<file path="config.mk">
export PLATFORM = sky130hd
export DESIGN_NAME = opd_operand_decode
export DESIGN_NICKNAME = d
export VERILOG_FILES = /design/src/opd_pkg.sv /design/src/opd_prefetch_decode.sv /design/src/opd_operand_decode.sv
export SDC_FILE = /design/constraint.sdc
export NUM_CORES = 1
export LEC_CHECK = 0
export BUFFER_PORTS_ARGS = -buffer_cell sky130_fd_sc_hd__buf_2
export CAP_MARGIN = 20
export CORE_AREA = 5 5 108 110
export CTS_CLUSTER_SIZE = 25
export DETAILED_ROUTE_END_ITERATION = 8
export DIE_AREA = 0 0 113 115
export GPL_TIMING_DRIVEN = 1
export PLACE_DENSITY = 0.73
export SYNTH_ARGS = -nofsm -noshare
export SYNTH_HDL_FRONTEND = slang
export SYNTH_SLANG_ARGS = --single-unit
</file>
<file path="constraint.sdc">
create_clock -name clk_sys_i -period 1.9 [get_ports clk_sys_i]
set_input_delay 0.38 -clock clk_sys_i [delete_from_list [all_inputs] [get_ports clk_sys_i]]
set_output_delay 0.38 -clock clk_sys_i [all_outputs]
set_load 0.03 [all_outputs]
</file>
<file path="src/opd_pkg.sv">
/*
 package for the operand decoder: instruction word layout, operand
 encodings, decoded operand carriers.
 assumes one 125 MHz core clock shared by fetch, decoder and datapath.
*/
package opd_pkg;
    localparam int INSN_W = 24;
    localparam int TYPE_W = 8;
    localparam int TYPE_LSB = 16;
    localparam logic [7:0] SECOND_WORD_TYPE = 8'h00;
    localparam logic [7:0] NOP_TYPE = 8'h00;
    localparam int FILE_ADDR_W = 13;
    localparam logic [12:0] FILE_ADDR_MAX = 13'h1FFF;
    localparam logic [9:0] BYTE_LIT_MAX = 10'h0FF;
    localparam logic [3:0] REG_W0 = 4'h0;
    localparam logic [3:0] REG_W4 = 4'h4;
    localparam logic [3:0] REG_W8 = 4'h8;
    localparam logic [3:0] REG_W9 = 4'h9;
    localparam logic [3:0] REG_W10 = 4'hA;
    localparam logic [3:0] REG_W11 = 4'hB;
    localparam logic [3:0] REG_W12 = 4'hC;
    localparam logic [3:0] REG_W13 = 4'hD;
    localparam logic [4:0] WB_POST_INC = 5'h02;
    localparam int ACC_W = 40;

    // field positions inside the 16-bit operand part
    localparam int SRC_REG_LSB = 0;
    localparam int SRC_MODE_LSB = 4;
    localparam int DST_REG_LSB = 7;
    localparam int DST_MODE_LSB = 11;
    localparam int BASE_REG_LSB = 11;
    localparam int BIT_INDEX_LSB = 12;
    localparam int ACC_SEL_BIT = 15;
    localparam int WIDTH_LSB = 14;
    localparam int SHADOW_BIT = 13;
    localparam int MUL_PAIR_LSB = 0;
    localparam int X_PF_LSB = 2;
    localparam int Y_PF_LSB = 6;
    localparam int XD_LSB = 10;
    localparam int YD_LSB = 12;
    localparam int WB_DEST_BIT = 14;
    localparam int WB_EN_BIT = 13;

    typedef enum logic [2:0] {
        OPD_AM_DIRECT,
        OPD_AM_INDIRECT,
        OPD_AM_POST_INC,
        OPD_AM_POST_DEC,
        OPD_AM_PRE_INC,
        OPD_AM_PRE_DEC,
        OPD_AM_INDEXED,
        OPD_AM_BAD
    } opd_amode_e;

    typedef enum logic [1:0] {
        OPD_SZ_WORD,
        OPD_SZ_BYTE,
        OPD_SZ_DWORD,
        OPD_SZ_BAD
    } opd_size_e;

    typedef enum logic [1:0] {
        OPD_WB_NONE,
        OPD_WB_DIRECT,
        OPD_WB_POST_INC2
    } opd_wb_e;

    typedef struct packed {
        logic valid;
        logic [3:0] reg_sel;
        logic [3:0] base_sel;
        opd_amode_e mode;
    } opd_waddr_s;

    typedef struct packed {
        logic valid;
        logic [3:0] reg_sel;
        logic signed [3:0] post_mod;
        logic use_offset;
        logic [3:0] dest_sel;
    } opd_prefetch_s;

    typedef struct packed {
        logic acc_sel_b;
        logic [3:0] mul_a;
        logic [3:0] mul_b;
        logic mul_ok;
        opd_wb_e wb_kind;
        logic [3:0] wb_reg;
        logic signed [4:0] wb_post_mod;
    } opd_dsp_s;

    typedef struct packed {
        logic c;
        logic dc;
        logic n;
        logic ov;
        logic z;
    } opd_cpu_flags_s;

    typedef struct packed {
        logic oa;
        logic ob;
        logic sa;
        logic sb;
    } opd_dsp_flags_s;
endpackage

</file>
<file path="src/opd_prefetch_decode.sv">
/*
 decodes one 4-bit DSP prefetch address field plus its 2-bit
 destination field into a prefetch descriptor.
 assumes the caller picks the register pair of its data space.
*/
`timescale 1ns/1ps
module opd_prefetch_decode (
    input wire logic [3:0] code_i,
    input wire logic [1:0] dest_i,
    input wire logic [3:0] reg_lo_i,
    input wire logic [3:0] reg_hi_i,
    output opd_pkg::opd_prefetch_s pf_o
);
    always_comb begin
        pf_o = '0;
        pf_o.dest_sel = opd_pkg::REG_W4 + {2'h0, dest_i};
        // codes 0..6 low reg, 7..13 high reg, 14 offset form, 15 none
        if (code_i < 4'hE) begin
            pf_o.valid = 1'b1;
            pf_o.reg_sel = (code_i < 4'h7) ? reg_lo_i : reg_hi_i;
            case ((code_i < 4'h7) ? code_i : code_i - 4'h7)
                4'h0: pf_o.post_mod = 4'sh0;
                4'h1: pf_o.post_mod = 4'sh2;
                4'h2: pf_o.post_mod = 4'sh4;
                4'h3: pf_o.post_mod = 4'sh6;
                4'h4: pf_o.post_mod = -4'sh2;
                4'h5: pf_o.post_mod = -4'sh4;
                default: pf_o.post_mod = -4'sh6;
            endcase
        end else if (code_i == 4'hE) begin
            pf_o.valid = 1'b1;
            pf_o.reg_sel = reg_hi_i;
            pf_o.use_offset = 1'b1;
        end
    end
endmodule // opd_prefetch_decode

</file>
<file path="src/opd_operand_decode.sv">
/*
 operand decoder: registers one instruction word from fetch and
 presents decoded operand fields to the datapath; keeps the cpu and
 dsp status flags that the datapath reports.
 assumes fetch gives one word per valid pulse and marks second words.
*/
// Behaviour
// - word is 24 bits; top 8 bits give instruction type.
// - second word of a two-word instruction, executed alone, is a nop.
// - accumulator operand picks one of two 40-bit accumulators, a or b.
// - write-back is w13 direct or [w13] then w13 plus 2.
// - bit index is 4 bits, picking bit 0..15 of the word.
// - keep carry, half carry, negative, overflow and zero flags.
// - keep overflow and clip flags for both accumulators.
// - file register address spans 0x0000..0x1FFF.
// - ten-bit literal limited to 255 in byte mode, 1023 in word mode.
// - program address literal is 23 bits with lsb zero.
// - unsigned literals of 1,4,5,8,14,16 bits span their full width.
// - 6, 10, 16 bit signed literals are two's complement.
// - base, source and destination fields pick any of w0..w15.
// - six forms: direct, indirect, pre/post increment or decrement.
// - dsp source/destination also allow register plus base indirect.
// - file register ops use w0 as implied operand and alternate dest.
// - divide takes dividend and divisor from two direct registers.
// - square accepts only w4..w7 each with itself.
// - dsp multiply accepts only the six distinct pairs from w4..w7.
// - x prefetch uses w8/w9 with post modify, w9+w12, or none.
// - y prefetch uses w10/w11 with post modify, w11+w12, or none.
// - prefetched data goes to one of w4..w7 by its field.
// - width suffix picks byte, word or double word; shadow separate.
`timescale 1ns/1ps
module opd_operand_decode #(
    parameter int INSN_WIDTH = opd_pkg::INSN_W
) (
    input wire logic clk_sys_i,
    input wire logic rstn_i,
    input wire logic insn_valid_i,
    input wire logic [INSN_WIDTH-1:0] insn_i,
    input wire logic second_word_i,
    input wire logic dsp_class_i,
    input wire logic flag_we_i,
    input wire opd_pkg::opd_cpu_flags_s flag_in_i,
    input wire logic dsp_flag_we_i,
    input wire opd_pkg::opd_dsp_flags_s dsp_flag_in_i,
    output logic dec_valid_o,
    output logic [7:0] insn_type_o,
    output logic is_nop_o,
    output opd_pkg::opd_size_e size_o,
    output logic shadow_sel_o,
    output opd_pkg::opd_waddr_s src_reg_o,
    output opd_pkg::opd_waddr_s dest_reg_o,
    output logic [3:0] base_reg_o,
    output logic [3:0] bit_index_field_o,
    output logic [15:0] bit_mask_o,
    output logic [12:0] file_addr_o,
    output logic [3:0] implied_file_working_reg_o,
    output logic [9:0] ten_bit_unsigned_const_o,
    output logic ten_bit_range_err_o,
    output logic [22:0] program_address_const_o,
    output logic [15:0] unsigned_const_o,
    output logic signed [15:0] signed_six_bit_const_o,
    output logic signed [15:0] signed_ten_bit_const_o,
    output logic signed [15:0] signed_sixteen_bit_const_o,
    output logic [3:0] divide_dividend_o,
    output logic [3:0] divide_divisor_o,
    output logic [3:0] square_operand_pair_o,
    output logic square_ok_o,
    output opd_pkg::opd_dsp_s dsp_o,
    output opd_pkg::opd_prefetch_s x_prefetch_addr_o,
    output opd_pkg::opd_prefetch_s y_prefetch_addr_o,
    output opd_pkg::opd_cpu_flags_s cpu_flags_o,
    output opd_pkg::opd_dsp_flags_s dsp_flags_o
);
    // field layout only fits the 24-bit word
    if (INSN_WIDTH != opd_pkg::INSN_W) begin : g_width_check
        $error("instruction width must be 24");
    end

    logic [23:0] word;
    logic word_second;
    logic word_dsp;
    logic [15:0] opnd;
    logic [7:0] wtype;
    opd_pkg::opd_prefetch_s next_x_pf;
    opd_pkg::opd_prefetch_s next_y_pf;

    // 3-bit addressing mode field; dsp form adds the indexed mode
    function automatic opd_pkg::opd_amode_e amode_of(input logic [2:0] m,
                                                     input logic dsp);
        case (m)
            3'h0: amode_of = opd_pkg::OPD_AM_DIRECT;
            3'h1: amode_of = opd_pkg::OPD_AM_INDIRECT;
            3'h2: amode_of = opd_pkg::OPD_AM_POST_DEC;
            3'h3: amode_of = opd_pkg::OPD_AM_POST_INC;
            3'h4: amode_of = opd_pkg::OPD_AM_PRE_DEC;
            3'h5: amode_of = opd_pkg::OPD_AM_PRE_INC;
            3'h6: amode_of = dsp ? opd_pkg::OPD_AM_INDEXED : opd_pkg::OPD_AM_BAD;
            default: amode_of = opd_pkg::OPD_AM_BAD;
        endcase
    endfunction

    // sign extension to the 16-bit datapath
    function automatic logic signed [15:0] sext(input logic [15:0] v,
                                                input int w);
        logic [15:0] m;
        m = 16'hFFFF << w;
        sext = v[w-1] ? (v | m) : (v & ~m);
    endfunction

    // capture stage; decoded fields stay until the next valid word
    always_ff @(posedge clk_sys_i) begin
        if (!rstn_i) begin
            word <= 24'h000000;
            word_second <= 1'b0;
            word_dsp <= 1'b0;
            dec_valid_o <= 1'b0;
        end else begin
            dec_valid_o <= insn_valid_i;
            if (insn_valid_i) begin
                word <= insn_i[23:0];
                word_second <= second_word_i;
                word_dsp <= dsp_class_i;
            end
        end
    end

    assign wtype = word[opd_pkg::TYPE_LSB +: opd_pkg::TYPE_W];
    assign opnd = word[15:0];

    opd_prefetch_decode u_x_pf (
        .code_i(opnd[opd_pkg::X_PF_LSB +: 4]),
        .dest_i(opnd[opd_pkg::XD_LSB +: 2]),
        .reg_lo_i(opd_pkg::REG_W8),
        .reg_hi_i(opd_pkg::REG_W9),
        .pf_o(next_x_pf)
    );

    opd_prefetch_decode u_y_pf (
        .code_i(opnd[opd_pkg::Y_PF_LSB +: 4]),
        .dest_i(opnd[opd_pkg::YD_LSB +: 2]),
        .reg_lo_i(opd_pkg::REG_W10),
        .reg_hi_i(opd_pkg::REG_W11),
        .pf_o(next_y_pf)
    );

    // a lone second word forces nop and clears operand and prefetch valids; dsp write-back kind is not gated
    always_comb begin
        is_nop_o = word_second && (wtype == opd_pkg::SECOND_WORD_TYPE);
        insn_type_o = is_nop_o ? opd_pkg::NOP_TYPE : wtype;
    end

    always_comb begin
        case (opnd[opd_pkg::WIDTH_LSB +: 2])
            2'h0: size_o = opd_pkg::OPD_SZ_WORD;
            2'h1: size_o = opd_pkg::OPD_SZ_BYTE;
            2'h2: size_o = opd_pkg::OPD_SZ_DWORD;
            default: size_o = opd_pkg::OPD_SZ_BAD;
        endcase
        shadow_sel_o = opnd[opd_pkg::SHADOW_BIT];
    end

    always_comb begin
        base_reg_o = opnd[opd_pkg::BASE_REG_LSB +: 4];
        src_reg_o.valid = !is_nop_o;
        src_reg_o.reg_sel = opnd[opd_pkg::SRC_REG_LSB +: 4];
        src_reg_o.base_sel = base_reg_o;
        src_reg_o.mode = amode_of(opnd[opd_pkg::SRC_MODE_LSB +: 3], word_dsp);
        dest_reg_o.valid = !is_nop_o;
        dest_reg_o.reg_sel = opnd[opd_pkg::DST_REG_LSB +: 4];
        dest_reg_o.base_sel = base_reg_o;
        dest_reg_o.mode = amode_of(opnd[opd_pkg::DST_MODE_LSB +: 3],
                                   word_dsp);
    end

    always_comb begin
        bit_index_field_o = opnd[opd_pkg::BIT_INDEX_LSB +: 4];
        bit_mask_o = 16'h0001 << bit_index_field_o;
        file_addr_o = opnd[opd_pkg::FILE_ADDR_W-1:0] & opd_pkg::FILE_ADDR_MAX;
        implied_file_working_reg_o = opd_pkg::REG_W0;
    end

    // byte mode clamps to 255 and flags the overrange literal
    always_comb begin
        ten_bit_range_err_o = 1'b0;
        ten_bit_unsigned_const_o = opnd[9:0];
        if (size_o == opd_pkg::OPD_SZ_BYTE && opnd[9:0] > opd_pkg::BYTE_LIT_MAX) begin
            ten_bit_range_err_o = 1'b1;
            ten_bit_unsigned_const_o = opd_pkg::BYTE_LIT_MAX;
        end
    end

    always_comb begin
        program_address_const_o = {word[22:1], 1'b0};
        unsigned_const_o = opnd;
        signed_six_bit_const_o = sext(opnd, 6);
        signed_ten_bit_const_o = sext(opnd, 10);
        signed_sixteen_bit_const_o = opnd;
    end

    // divide operands are register numbers only, never an address mode
    always_comb begin
        divide_dividend_o = opnd[opd_pkg::DST_REG_LSB +: 4];
        divide_divisor_o = opnd[opd_pkg::SRC_REG_LSB +: 4];
        square_operand_pair_o = opd_pkg::REG_W4 + {2'h0, opnd[1:0]};
        square_ok_o = !is_nop_o;
    end

    // mul pair code 0..5 gives the six distinct pairs; 6,7 refused
    always_comb begin
        dsp_o = '0;
        dsp_o.acc_sel_b = opnd[opd_pkg::ACC_SEL_BIT];
        dsp_o.mul_ok = !is_nop_o;
        case ({opnd[1:0], word[16]})
            3'h0: begin dsp_o.mul_a = 4'h4; dsp_o.mul_b = 4'h5; end
            3'h1: begin dsp_o.mul_a = 4'h4; dsp_o.mul_b = 4'h6; end
            3'h2: begin dsp_o.mul_a = 4'h4; dsp_o.mul_b = 4'h7; end
            3'h3: begin dsp_o.mul_a = 4'h5; dsp_o.mul_b = 4'h6; end
            3'h4: begin dsp_o.mul_a = 4'h5; dsp_o.mul_b = 4'h7; end
            3'h5: begin dsp_o.mul_a = 4'h6; dsp_o.mul_b = 4'h7; end
            default: begin
                dsp_o.mul_a = opd_pkg::REG_W4;
                dsp_o.mul_b = opd_pkg::REG_W4;
                dsp_o.mul_ok = 1'b0;
            end
        endcase
        dsp_o.wb_reg = opd_pkg::REG_W13;
        if (!opnd[opd_pkg::WB_EN_BIT]) begin
            dsp_o.wb_kind = opd_pkg::OPD_WB_NONE;
        end else if (opnd[opd_pkg::WB_DEST_BIT]) begin
            dsp_o.wb_kind = opd_pkg::OPD_WB_POST_INC2;
            dsp_o.wb_post_mod = opd_pkg::WB_POST_INC;
        end else begin
            dsp_o.wb_kind = opd_pkg::OPD_WB_DIRECT;
        end
        x_prefetch_addr_o = next_x_pf;
        y_prefetch_addr_o = next_y_pf;
        if (is_nop_o) begin
            x_prefetch_addr_o.valid = 1'b0;
            y_prefetch_addr_o.valid = 1'b0;
        end
    end

    // flags hold between updates; datapath owns the update equations
    always_ff @(posedge clk_sys_i) begin
        if (!rstn_i) begin
            cpu_flags_o <= '0;
        end else if (flag_we_i) begin
            cpu_flags_o <= flag_in_i;
        end
    end

    always_ff @(posedge clk_sys_i) begin
        if (!rstn_i) begin
            dsp_flags_o <= '0;
        end else if (dsp_flag_we_i) begin
            dsp_flags_o <= dsp_flag_in_i;
        end
    end
endmodule // opd_operand_decode

</file>
==> results.ini, run 1 <==
[pwr]
p_clk_share_pct=20.9
p_sw_mw=1.312
swShare_pct=46.84
p_comb_share_pct=48.3
internal_power_mw=1.488
ir_drop_v=0.0003006
powerDensity_mw_per_mm2=646.4
power_mw=2.800
leakagePower_nw=2.485
p_seq_share_pct=30.8

[global_routing]
first_global_vias=2532
antenna_found_initial=0
grt_overflow_total=0
grt_max_degree=37
grt_pass1_wl_um=13010
grt.total_usage_pct=12.32

[drt]
avgViaCountPerCell=4.138
drtPass1Iterations=4
vias=2913
antenna_left=0
wirelength_um=9056
wl_per_cell_um=12.86
drc=0
drtIter0Drc=99

[timing]
setup_viol=5
grt_setup_unrepaired=yes
fmax_mhz=455.9
fin_skew_ps=0
slew_viol_final=0
min_period_over_period_pct=115.4
relSlewSlack_pct=62.64
setup_slack_ps=-293.5
max_slew.worst_pin.slew_ps=560.4
setup_tns_ps=-659.2
period_minus_slack_ps=2194
hold_violations=0

[logic_synthesis]
ys_seq_area_share_pct=20.49
async_flop_share_pct=0
synth_seq_cells=36
yosysMostFrequentCell=buf_4
yosys_warnings=0
avgSynthCellArea_um2=7.868
syn_inst=447
syn_area_mm2=0.003517
synth_top_area_cell=buf_4
synth-main-ff-cell=dfxtp_1
ys_types=37
synth_edf_count=0
synth_common_cells=buf_4 (173), nor2b_1 (38), mux2i_1 (37)
yosys.area.top_type_share_pct=36.93
netlist_top_cells_area=buf_4 (37%), dfxtp_1 (20%), mux2i_1 (11%)

[clock_network]
clock-sinks=36
clockBufferDepth=2
holdBufCountCts=0
cts_root_buf=clkbuf_8
cts_made_buffers=5
cts_tree=yes
clkLatencyLatePin_ps=290
htreeDepth=2
clkTransAtPathRegs_ps=90

[placement]
gp_congestion=0.8085
port_buffers=258
hpwl_um=7096
post-place-ws_ps=-96.74

[die]
num_rows=38
initial_utilization_pct=33.17
die-area_mm2=0.01300
num_io_pins=287
core-area_mm2=0.01060
die_w_um=113
die_h_um=115

[final_layout]
layout.nets=609
antennaDiodeCount=0
fill_cells=1075
area_delta_synth_final_pct=23.16
drive_gt1_share_pct=61.70

[outcome]
violations=negative setup slack
status=finished, violations left

[run]
cap_violations=0

[min_path]
min_path_type=in -> reg
holdPathStages=3

[critical_path]
cp-start-kind=flip-flop
worstPathMaxFanout=5
crit_type=reg -> out
cp.arrival_ps=1810
required_ps=1520
end_kind=output port
worstRegToRegCells=4

[registers in the layout (all words and copies together) (netlist names)]
| signal | cells |
|---|---|
| dec_valid_o | 1 |
| word | 24 |
| word_dsp | 1 |
| cpu_flags_o | 5 |
| dsp_flags_o | 4 |
| word_second | 1 |
[cell usage in the layout (no fill, tap or decap), types with 8 or more instances in the layout]
cell      synthesis  final
buf_2             6    242
nor2b_1          38     38
mux2i_1          37     37
buf_4           173     31
conb_1            2     28
dfxtp_1          36     23
nor2_1           24     17
buf_6             1     12
nand2_1          11     11
nand2b_1         12     10
dfxtp_4           0      9
inv_1            11      8
[power groups by stage]
stage	Clock, mW	Sequential, mW	Combinational (mW)
2_1_floorplan	0	0.907	1.16
3_3_place_gp	0	0.875	1.28
3_5_place_dp	0	0.877	1.29
4_1_cts	0.635	0.866	1.33
5_1_grt	0.663	0.875	1.43
6_report	0.585	0.862	1.35
[timing repair]
item,in CTS,in global routing
pin swaps,7,11
setup buffers,1,4
hold endpoints to repair,0,0
cloned,0,0
resized for setup,47,45
endpoints found under the setup margin,28,29
[logic make-up (layout without fill, tap and decap cells)]
group / Yosys count / after routing / share of synthesized area, %
DFF: 36 / 36 / 20.49
muxes: 38 / 38 / 10.85
adders and majority gates: 6 / 6 / 2.134
AOI/OAI and AO/OA: 32 / 32 / 5.549
xor gates and xnor gates: 2 / 2 / 0.4981
buffers and inverters: 216 / 307 / 41.94
other: 2 / 28 / 0.2135
and+or+nand+nor: 115 / 115 / 18.32
[worst paths after layout]
| kind | to | startpoint | slack (ps) |
|---|---|---|---|
| min reg2reg | dsp_flags_o[1] | dsp_flags_o[1] | 520 |
| max | x_prefetch_addr_o[7] | word[2] | -290 |
| max reg2reg | word[6] | word[6] | 970 |
| min | word[23] | insn_i[23] | 340 |
[metal layers]
metal	vias to the layer above	routed length [um]	GRT usage (%)
li1	1453	-	-
met1	1310	3680	15.46
met2	144	4498	21.09
met3	6	808	3.263
met4	0	69	3.045
met5	-	0	0
[worst max-delay path, stage by stage, from the launching register on]
cell	delay, ps
dfxtp_4	370
inv_2	50
ha_4	230
nor2b_1	140
or4b_4	490
o221ai_4	80
buf_6	160
[final cells by class]
cell class	count	area, um2	share of cell area (%)
Tap cell	140	175.2	4.044
Clock inverter	3	21.27	0.4910
Multi-Input combinational cell	221	1627	37.55
Inverter	11	46.29	1.069
Timing Repair Buffer	288	1634	37.72
Sequential cell	36	759.5	17.53
Clock buffer	5	68.82	1.589
[stage by stage]
step	cell area, um2	util (%)	std cells	hold slack, ps
6_report	4332	40.85	704	337.8
3_5_place_dp	3929	37.05	691	504.4
3_3_place_gp	3929	37.05	691	494.4
5_1_grt	4332	40.85	704	333.6
4_1_cts	4180	39.43	700	320.1
2_1_floorplan	3707	-	473	474.3
Note: power is estimated with default switching activity, not from simulation.
==> inputs of run 2 (changes only) <==
--- a/config.mk
+++ b/config.mk
@@ -7,12 +7,13 @@
 export LEC_CHECK = 0
 export BUFFER_PORTS_ARGS = -buffer_cell sky130_fd_sc_hd__buf_2
 export CAP_MARGIN = 20
-export CORE_AREA = 5 5 108 110
+export CORE_AREA = 5 5 109 111
 export CTS_CLUSTER_SIZE = 25
 export DETAILED_ROUTE_END_ITERATION = 8
-export DIE_AREA = 0 0 113 115
+export DIE_AREA = 0 0 114 116
 export GPL_TIMING_DRIVEN = 1
-export PLACE_DENSITY = 0.73
+export PLACE_DENSITY = 0.74
 export SYNTH_ARGS = -nofsm -noshare
 export SYNTH_HDL_FRONTEND = slang
+export SYNTH_HIERARCHICAL = 1
 export SYNTH_SLANG_ARGS = --single-unit
==> results.ini, run 2 <==
[clock_network]
clockBufferDepth=2
cts_made_buffers=5
cts_root_buf=clkbuf_8
cts_tree=yes
clock-sinks=36
clkLatencyLatePin_ps=290
holdBufCountCts=0
clkTransAtPathRegs_ps=80
htreeDepth=2

[global_routing]
grt.total_usage_pct=12.37
grt_pass1_wl_um=13460
grt_max_degree=37
grt_overflow_total=0
first_global_vias=2661
antenna_found_initial=0

[timing]
fin_skew_ps=0
period_minus_slack_ps=2222
setup_tns_ps=-1708
setup_slack_ps=-322.4
setup_viol=10
fmax_mhz=450.0
min_period_over_period_pct=117.0
slew_viol_final=0
relSlewSlack_pct=65.24
hold_slack_ps=342.0
hold_violations=0
grt_setup_unrepaired=yes
max_slew.worst_pin.slew_ps=521.5

[pwr]
internal_power_mw=1.610
p_clk_share_pct=22.0
swShare_pct=45.54
p_comb_share_pct=48.7
ir_drop_v=0.0004073
leakagePower_nw=2.664
powerDensity_mw_per_mm2=635.7
p_sw_mw=1.346
p_seq_share_pct=29.3

[final_layout]
top_regs=word (24), cpu_flags_o (5), dsp_flags_o (4)
layout_commonest_cell=buf_2
area_delta_synth_final_pct=26.65
layout.nets=639
antennaDiodeCount=0
drive_gt1_share_pct=60.61
largest_register_ffs=24
most-common-layout-cells=buf_2 (238), conb_1 (41), nor2b_1 (38)
largest-register=word

[logic_synthesis]
yosys.area.top_type_share_pct=33.95
avgSynthCellArea_um2=8.158
yosys_warnings=6
synth-main-ff-cell=dfxtp_1
ys_types=44
synth_xor_xnor_area_share_pct=0.2386
syn_area_mm2=0.003671
yosysMostFrequentCell=buf_4
synthAdderAreaFrac_pct=2.045
yosys.area_share.simple_pct=22.05
synth_top_area_cell=buf_4
synth_common_cells=buf_4 (166), nor2b_1 (40), dfxtp_1 (36)
synth_top_family_by_area=buffers and inverters
synth_seq_cells=36
yosys-mux-area-fraction_pct=9.543
synth_compound_area_share_pct=6.408
netlist_top_cells_area=buf_4 (34%), dfxtp_1 (20%), mux2i_1 (9.5%)
ys_seq_area_share_pct=19.63
async_flop_share_pct=0
syn_inst=450
synth_edf_count=0

[drt]
wl_per_cell_um=13.33
vias=3071
drtPass1Iterations=4
antenna_left=0
avgViaCountPerCell=4.184
wirelength_um=9784
drc=0
drtIter0Drc=98

[die]
core-area_mm2=0.01070
num_rows=38
die_w_um=114
die_h_um=116
num_io_pins=287
initial_utilization_pct=34.32
die-area_mm2=0.01322

[placement]
gp_congestion=0.8027
post-place-ws_ps=-148.0
hpwl_um=7443
port_buffers=258

[critical_path]
slowest_stage=or4b_1
cpMostUsedCell=buf_6
cp.arrival_ps=1840
end_kind=output port
crit_type=reg -> out
required_ps=1520
slowest_delay_ps=510
cp-start-kind=flip-flop
crit_path_cell_trace=inv_4 > ha_4 > buf_6 > nor2b_4 > or4b_1 > o221ai_2 > buf_6
worstPathMaxFanout=3

[run]
cap_violations=0

[outcome]
status=finished, violations left
violations=negative setup slack

[min_path]
min_path_type=in -> reg

-- run 2: cell types whose count changed in the layout (fill, tap and decap cells not counted), moves of 5 or more --
cell and change:
nor2_2 -5, inv_1 -6, conb_1 +13, nand2_1 -5, buf_6 +13, a22o_1 +8
-- run 2: worst paths after layout --
check / cells past startpoint / endpoint / slack, ps / startpoint
worst min-delay path: 3 / word[22] / 340 / insn_i[22]
worst min register to register: 2 / cpu_flags_o[2] / 530 / cpu_flags_o[2]
worst max register to register: 3 / word[9] / 970 / word[9]
worst max-delay path: 7 / y_prefetch_addr_o[7] / -320 / word[6]
-- run 2: what timing repair did --
item,in CTS,in global routing
pin swaps,15,11
cloned,0,1
gates resized for setup,61,35
endpoints found under the setup margin,29,36
buffers inserted,5,4
-- run 2: logic make-up (layout without fill, tap and decap cells) --
group	count (synthesis)	in the layout
buf+inv	205	313
simple gates	127	128
flops	36	36
mux	35	35
compound gates	34	34
fa+ha+maj	6	6
other cells	6	41
xor+xnor	1	1
-- run 2: layout make-up --
type / count / area (um2)
clock inverters: 2 / 11.26
well taps: 140 / 175.2
inverters: 5 / 23.77
flip-flops and latches: 36 / 759.5
multi-input cells: 245 / 1823
fillers: 1084 / 6048
clock buffers: 6 / 93.84
repair buffers: 300 / 1763
-- run 2: power by group through the flow --
stage / clock (mW) / sequential [mW] / combinational [mW]
2_1_floorplan: 0 / 0.913 / 1.19
3_3_place_gp: 0 / 0.873 / 1.34
3_5_place_dp: 0 / 0.873 / 1.35
4_1_cts: 0.682 / 0.865 / 1.41
5_1_grt: 0.708 / 0.877 / 1.52
6_report: 0.650 / 0.866 / 1.44
-- run 2: layer usage --
layer	GRT usage [%]	vias up	wire length (um)	share of wire, %
met3	3.081	4	811	8.3
met1	14.88	1389	3813	39
met2	22.56	132	5117	52
met4	2.138	0	42	0.43
li1	-	1546	-	-
met5	0	-	0	0
-- run 2: stage by stage --
| stage | cell area [um2] | std cells | power [mW] | util (%) |
|---|---|---|---|---|
| floorplan | 3870 | 485 | 2.105 | - |
| global placement | 4167 | 716 | 2.215 | 38.95 |
| detailed placement | 4167 | 716 | 2.227 | 38.95 |
| CTS | 4521 | 729 | 2.960 | 42.26 |
| global route | 4649 | 734 | 3.108 | 43.46 |
| finish | 4649 | 734 | 2.956 | 43.46 |
-- run 2: worst max-delay path, delay by kind of cell, from the launching register on --
kind,cells,cell delay (ps)
adder cells (fa/ha/maj),1,270
AO/OA/AOI/OAI,1,90
flip-flops,1,370
AND/OR/NAND/NOR,2,540
buffers and inverters,3,300
==> inputs of run 3 (changes only) <==
--- a/config.mk
+++ b/config.mk
@@ -8,6 +8,7 @@
 export BUFFER_PORTS_ARGS = -buffer_cell sky130_fd_sc_hd__buf_2
 export CAP_MARGIN = 20
 export CORE_AREA = 5 5 109 111
+export CTS_BUF_LIST = sky130_fd_sc_hd__clkbuf_8
 export CTS_CLUSTER_SIZE = 25
 export DETAILED_ROUTE_END_ITERATION = 8
 export DIE_AREA = 0 0 114 116
@@ -17,3 +18,4 @@
 export SYNTH_HDL_FRONTEND = slang
 export SYNTH_HIERARCHICAL = 1
 export SYNTH_SLANG_ARGS = --single-unit
+export TNS_END_PERCENT = 10
==> results.ini, run 3 (synthesized netlist as in run 2, its figures left out) <==
[timing]
slew_viol_final=0
relSlewSlack_pct=64.66
min_period_over_period_pct=117.2
hold_violations=0
grt_setup_unrepaired=yes
fin_skew_ps=0
setup_tns_ps=-1837
period_minus_slack_ps=2228
hold_slack_ps=345.5
setup_slack_ps=-327.7
max_slew.worst_pin.slew_ps=530.0
setup_viol=10
fmax_mhz=448.9

[placement]
dp.cells=718
post-place-ws_ps=-148.8
postPlaceCellArea_mm2=0.004134
hpwl_um=7407
gp_congestion=0.7806
port_buffers=258

[clock_network]
clockBufferDepth=2
cts_root_buf=clkbuf_8
htreeDepth=2
holdBufCountCts=0
cts_tree=yes
clkTransAtPathRegs_ps=80
clkLatencyLatePin_ps=280
cts_made_buffers=5
clock-sinks=36

[final_layout]
layout_commonest_cell=buf_2
antennaDiodeCount=0
utilization_pct=41.57
design_area_mm2=0.004447
top_regs=word (24), cpu_flags_o (5), dsp_flags_o (4)
most-common-layout-cells=buf_2 (246), conb_1 (41), nor2b_1 (38)
largest-register=word
layout.nets=634
largest_register_ffs=24
fill_cells=1123
drive_gt1_share_pct=59.25
instances_no_fill=729
area_delta_synth_final_pct=21.13

[critical_path]
critPathTopFamily=simple AND/OR/NAND/NOR gates
required_ps=1520
crit_path_cell_trace=inv_4 > ha_4 > and2b_1 > or4b_1 > o221ai_2 > buf_6
end_kind=output port
worstPathMaxFanout=3
cp.arrival_ps=1850
crit_type=reg -> out
slowest_delay_ps=510
critical_path_buf_inv_count=2
slowest_stage=or4b_1
cp-start-kind=flip-flop

[pwr]
p_clk_share_pct=19.8
leakagePower_nw=2.582
power_mw=2.813
p_sw_mw=1.315
p_seq_share_pct=30.6
internal_power_mw=1.498
powerDensity_mw_per_mm2=632.5
ir_drop_v=0.0003327
swShare_pct=46.73
p_comb_share_pct=49.6

[drt]
vias=2999
antenna_left=0
drtIter0Drc=122
drtPass1Iterations=4
avgViaCountPerCell=4.114
wl_per_cell_um=12.99
drc=0
wirelength_um=9467

[die]
die-area_mm2=0.01322
die_w_um=114
core-area_mm2=0.01070
die_h_um=116
initial_utilization_pct=34.32
num_io_pins=287
num_rows=38

[min_path]
min_path_type=in -> reg

[global_routing]
antenna_found_initial=0
grt_pass1_wl_um=13070
grt_overflow_total=0
first_global_vias=2549
grt.total_usage_pct=12.10
grt_max_degree=37

[run]
cap_violations=0

[outcome]
violations=negative setup slack
status=finished, violations left

==> run 3: changes by cell type in the layout (fill, tap and decap cells not counted), sizes merged <==
| cell | delta |
|---|---|
| buf | -4 |
| clkinv | +2 |
| inv | -1 |
| nor2 | -1 |
| clkbuf | -1 |
==> run 3: power by group through the flow <==
stage	Sequential, mW	Combinational [mW]	Clock, mW
6_report	0.862	1.39	0.557
2_1_floorplan	0.911	1.18	0
3_3_place_gp	0.867	1.33	0
5_1_grt	0.873	1.47	0.626
4_1_cts	0.862	1.39	0.596
3_5_place_dp	0.869	1.35	0
==> run 3: final cells by class <==
class / count / area (um2) / area share (%)
Sequential cell: 36 / 747.0 / 16.80
Timing Repair Buffer: 296 / 1664 / 37.42
Clock buffer: 5 / 68.82 / 1.548
Inverter: 5 / 23.77 / 0.5346
Multi-Input combinational cell: 244 / 1749 / 39.34
Clock inverter: 3 / 18.77 / 0.4221
Tap cell: 140 / 175.2 / 3.939
==> run 3: worst paths after layout <==
path                            cells after the start  slack (ps)                   end        start
worst max-delay path                                6        -330  y_prefetch_addr_o[7]      word[6]
worst min-delay path                                3         350              word[15]   insn_i[15]
worst max register to register                      4         930               word[6]      word[6]
worst min register to register                      2         520           word_second  word_second
==> run 3: tightest hold or removal path: cells and delay by family <==
family        cells  cell delay (ps)
buf+inv           1               70
mux               1               50
simple gates      1               90
==> run 3: per-layer routing <==
| layer | wire length, um | track usage, % | vias up |
|---|---|---|---|
| met3 | 940 | 2.977 | 4 |
| met4 | 50 | 2.613 | 0 |
| met5 | 0 | 0 | - |
| met2 | 4713 | 21.00 | 136 |
| li1 | - | - | 1529 |
| met1 | 3763 | 15.23 | 1330 |
==> run 3: timing repair <==
action                                  CTS  global route
buffers inserted                          3             0
endpoints found under the hold margin     0             0
endpoints found under the setup margin   27            34
gates resized for setup                  42            19
pin swaps                                10             4
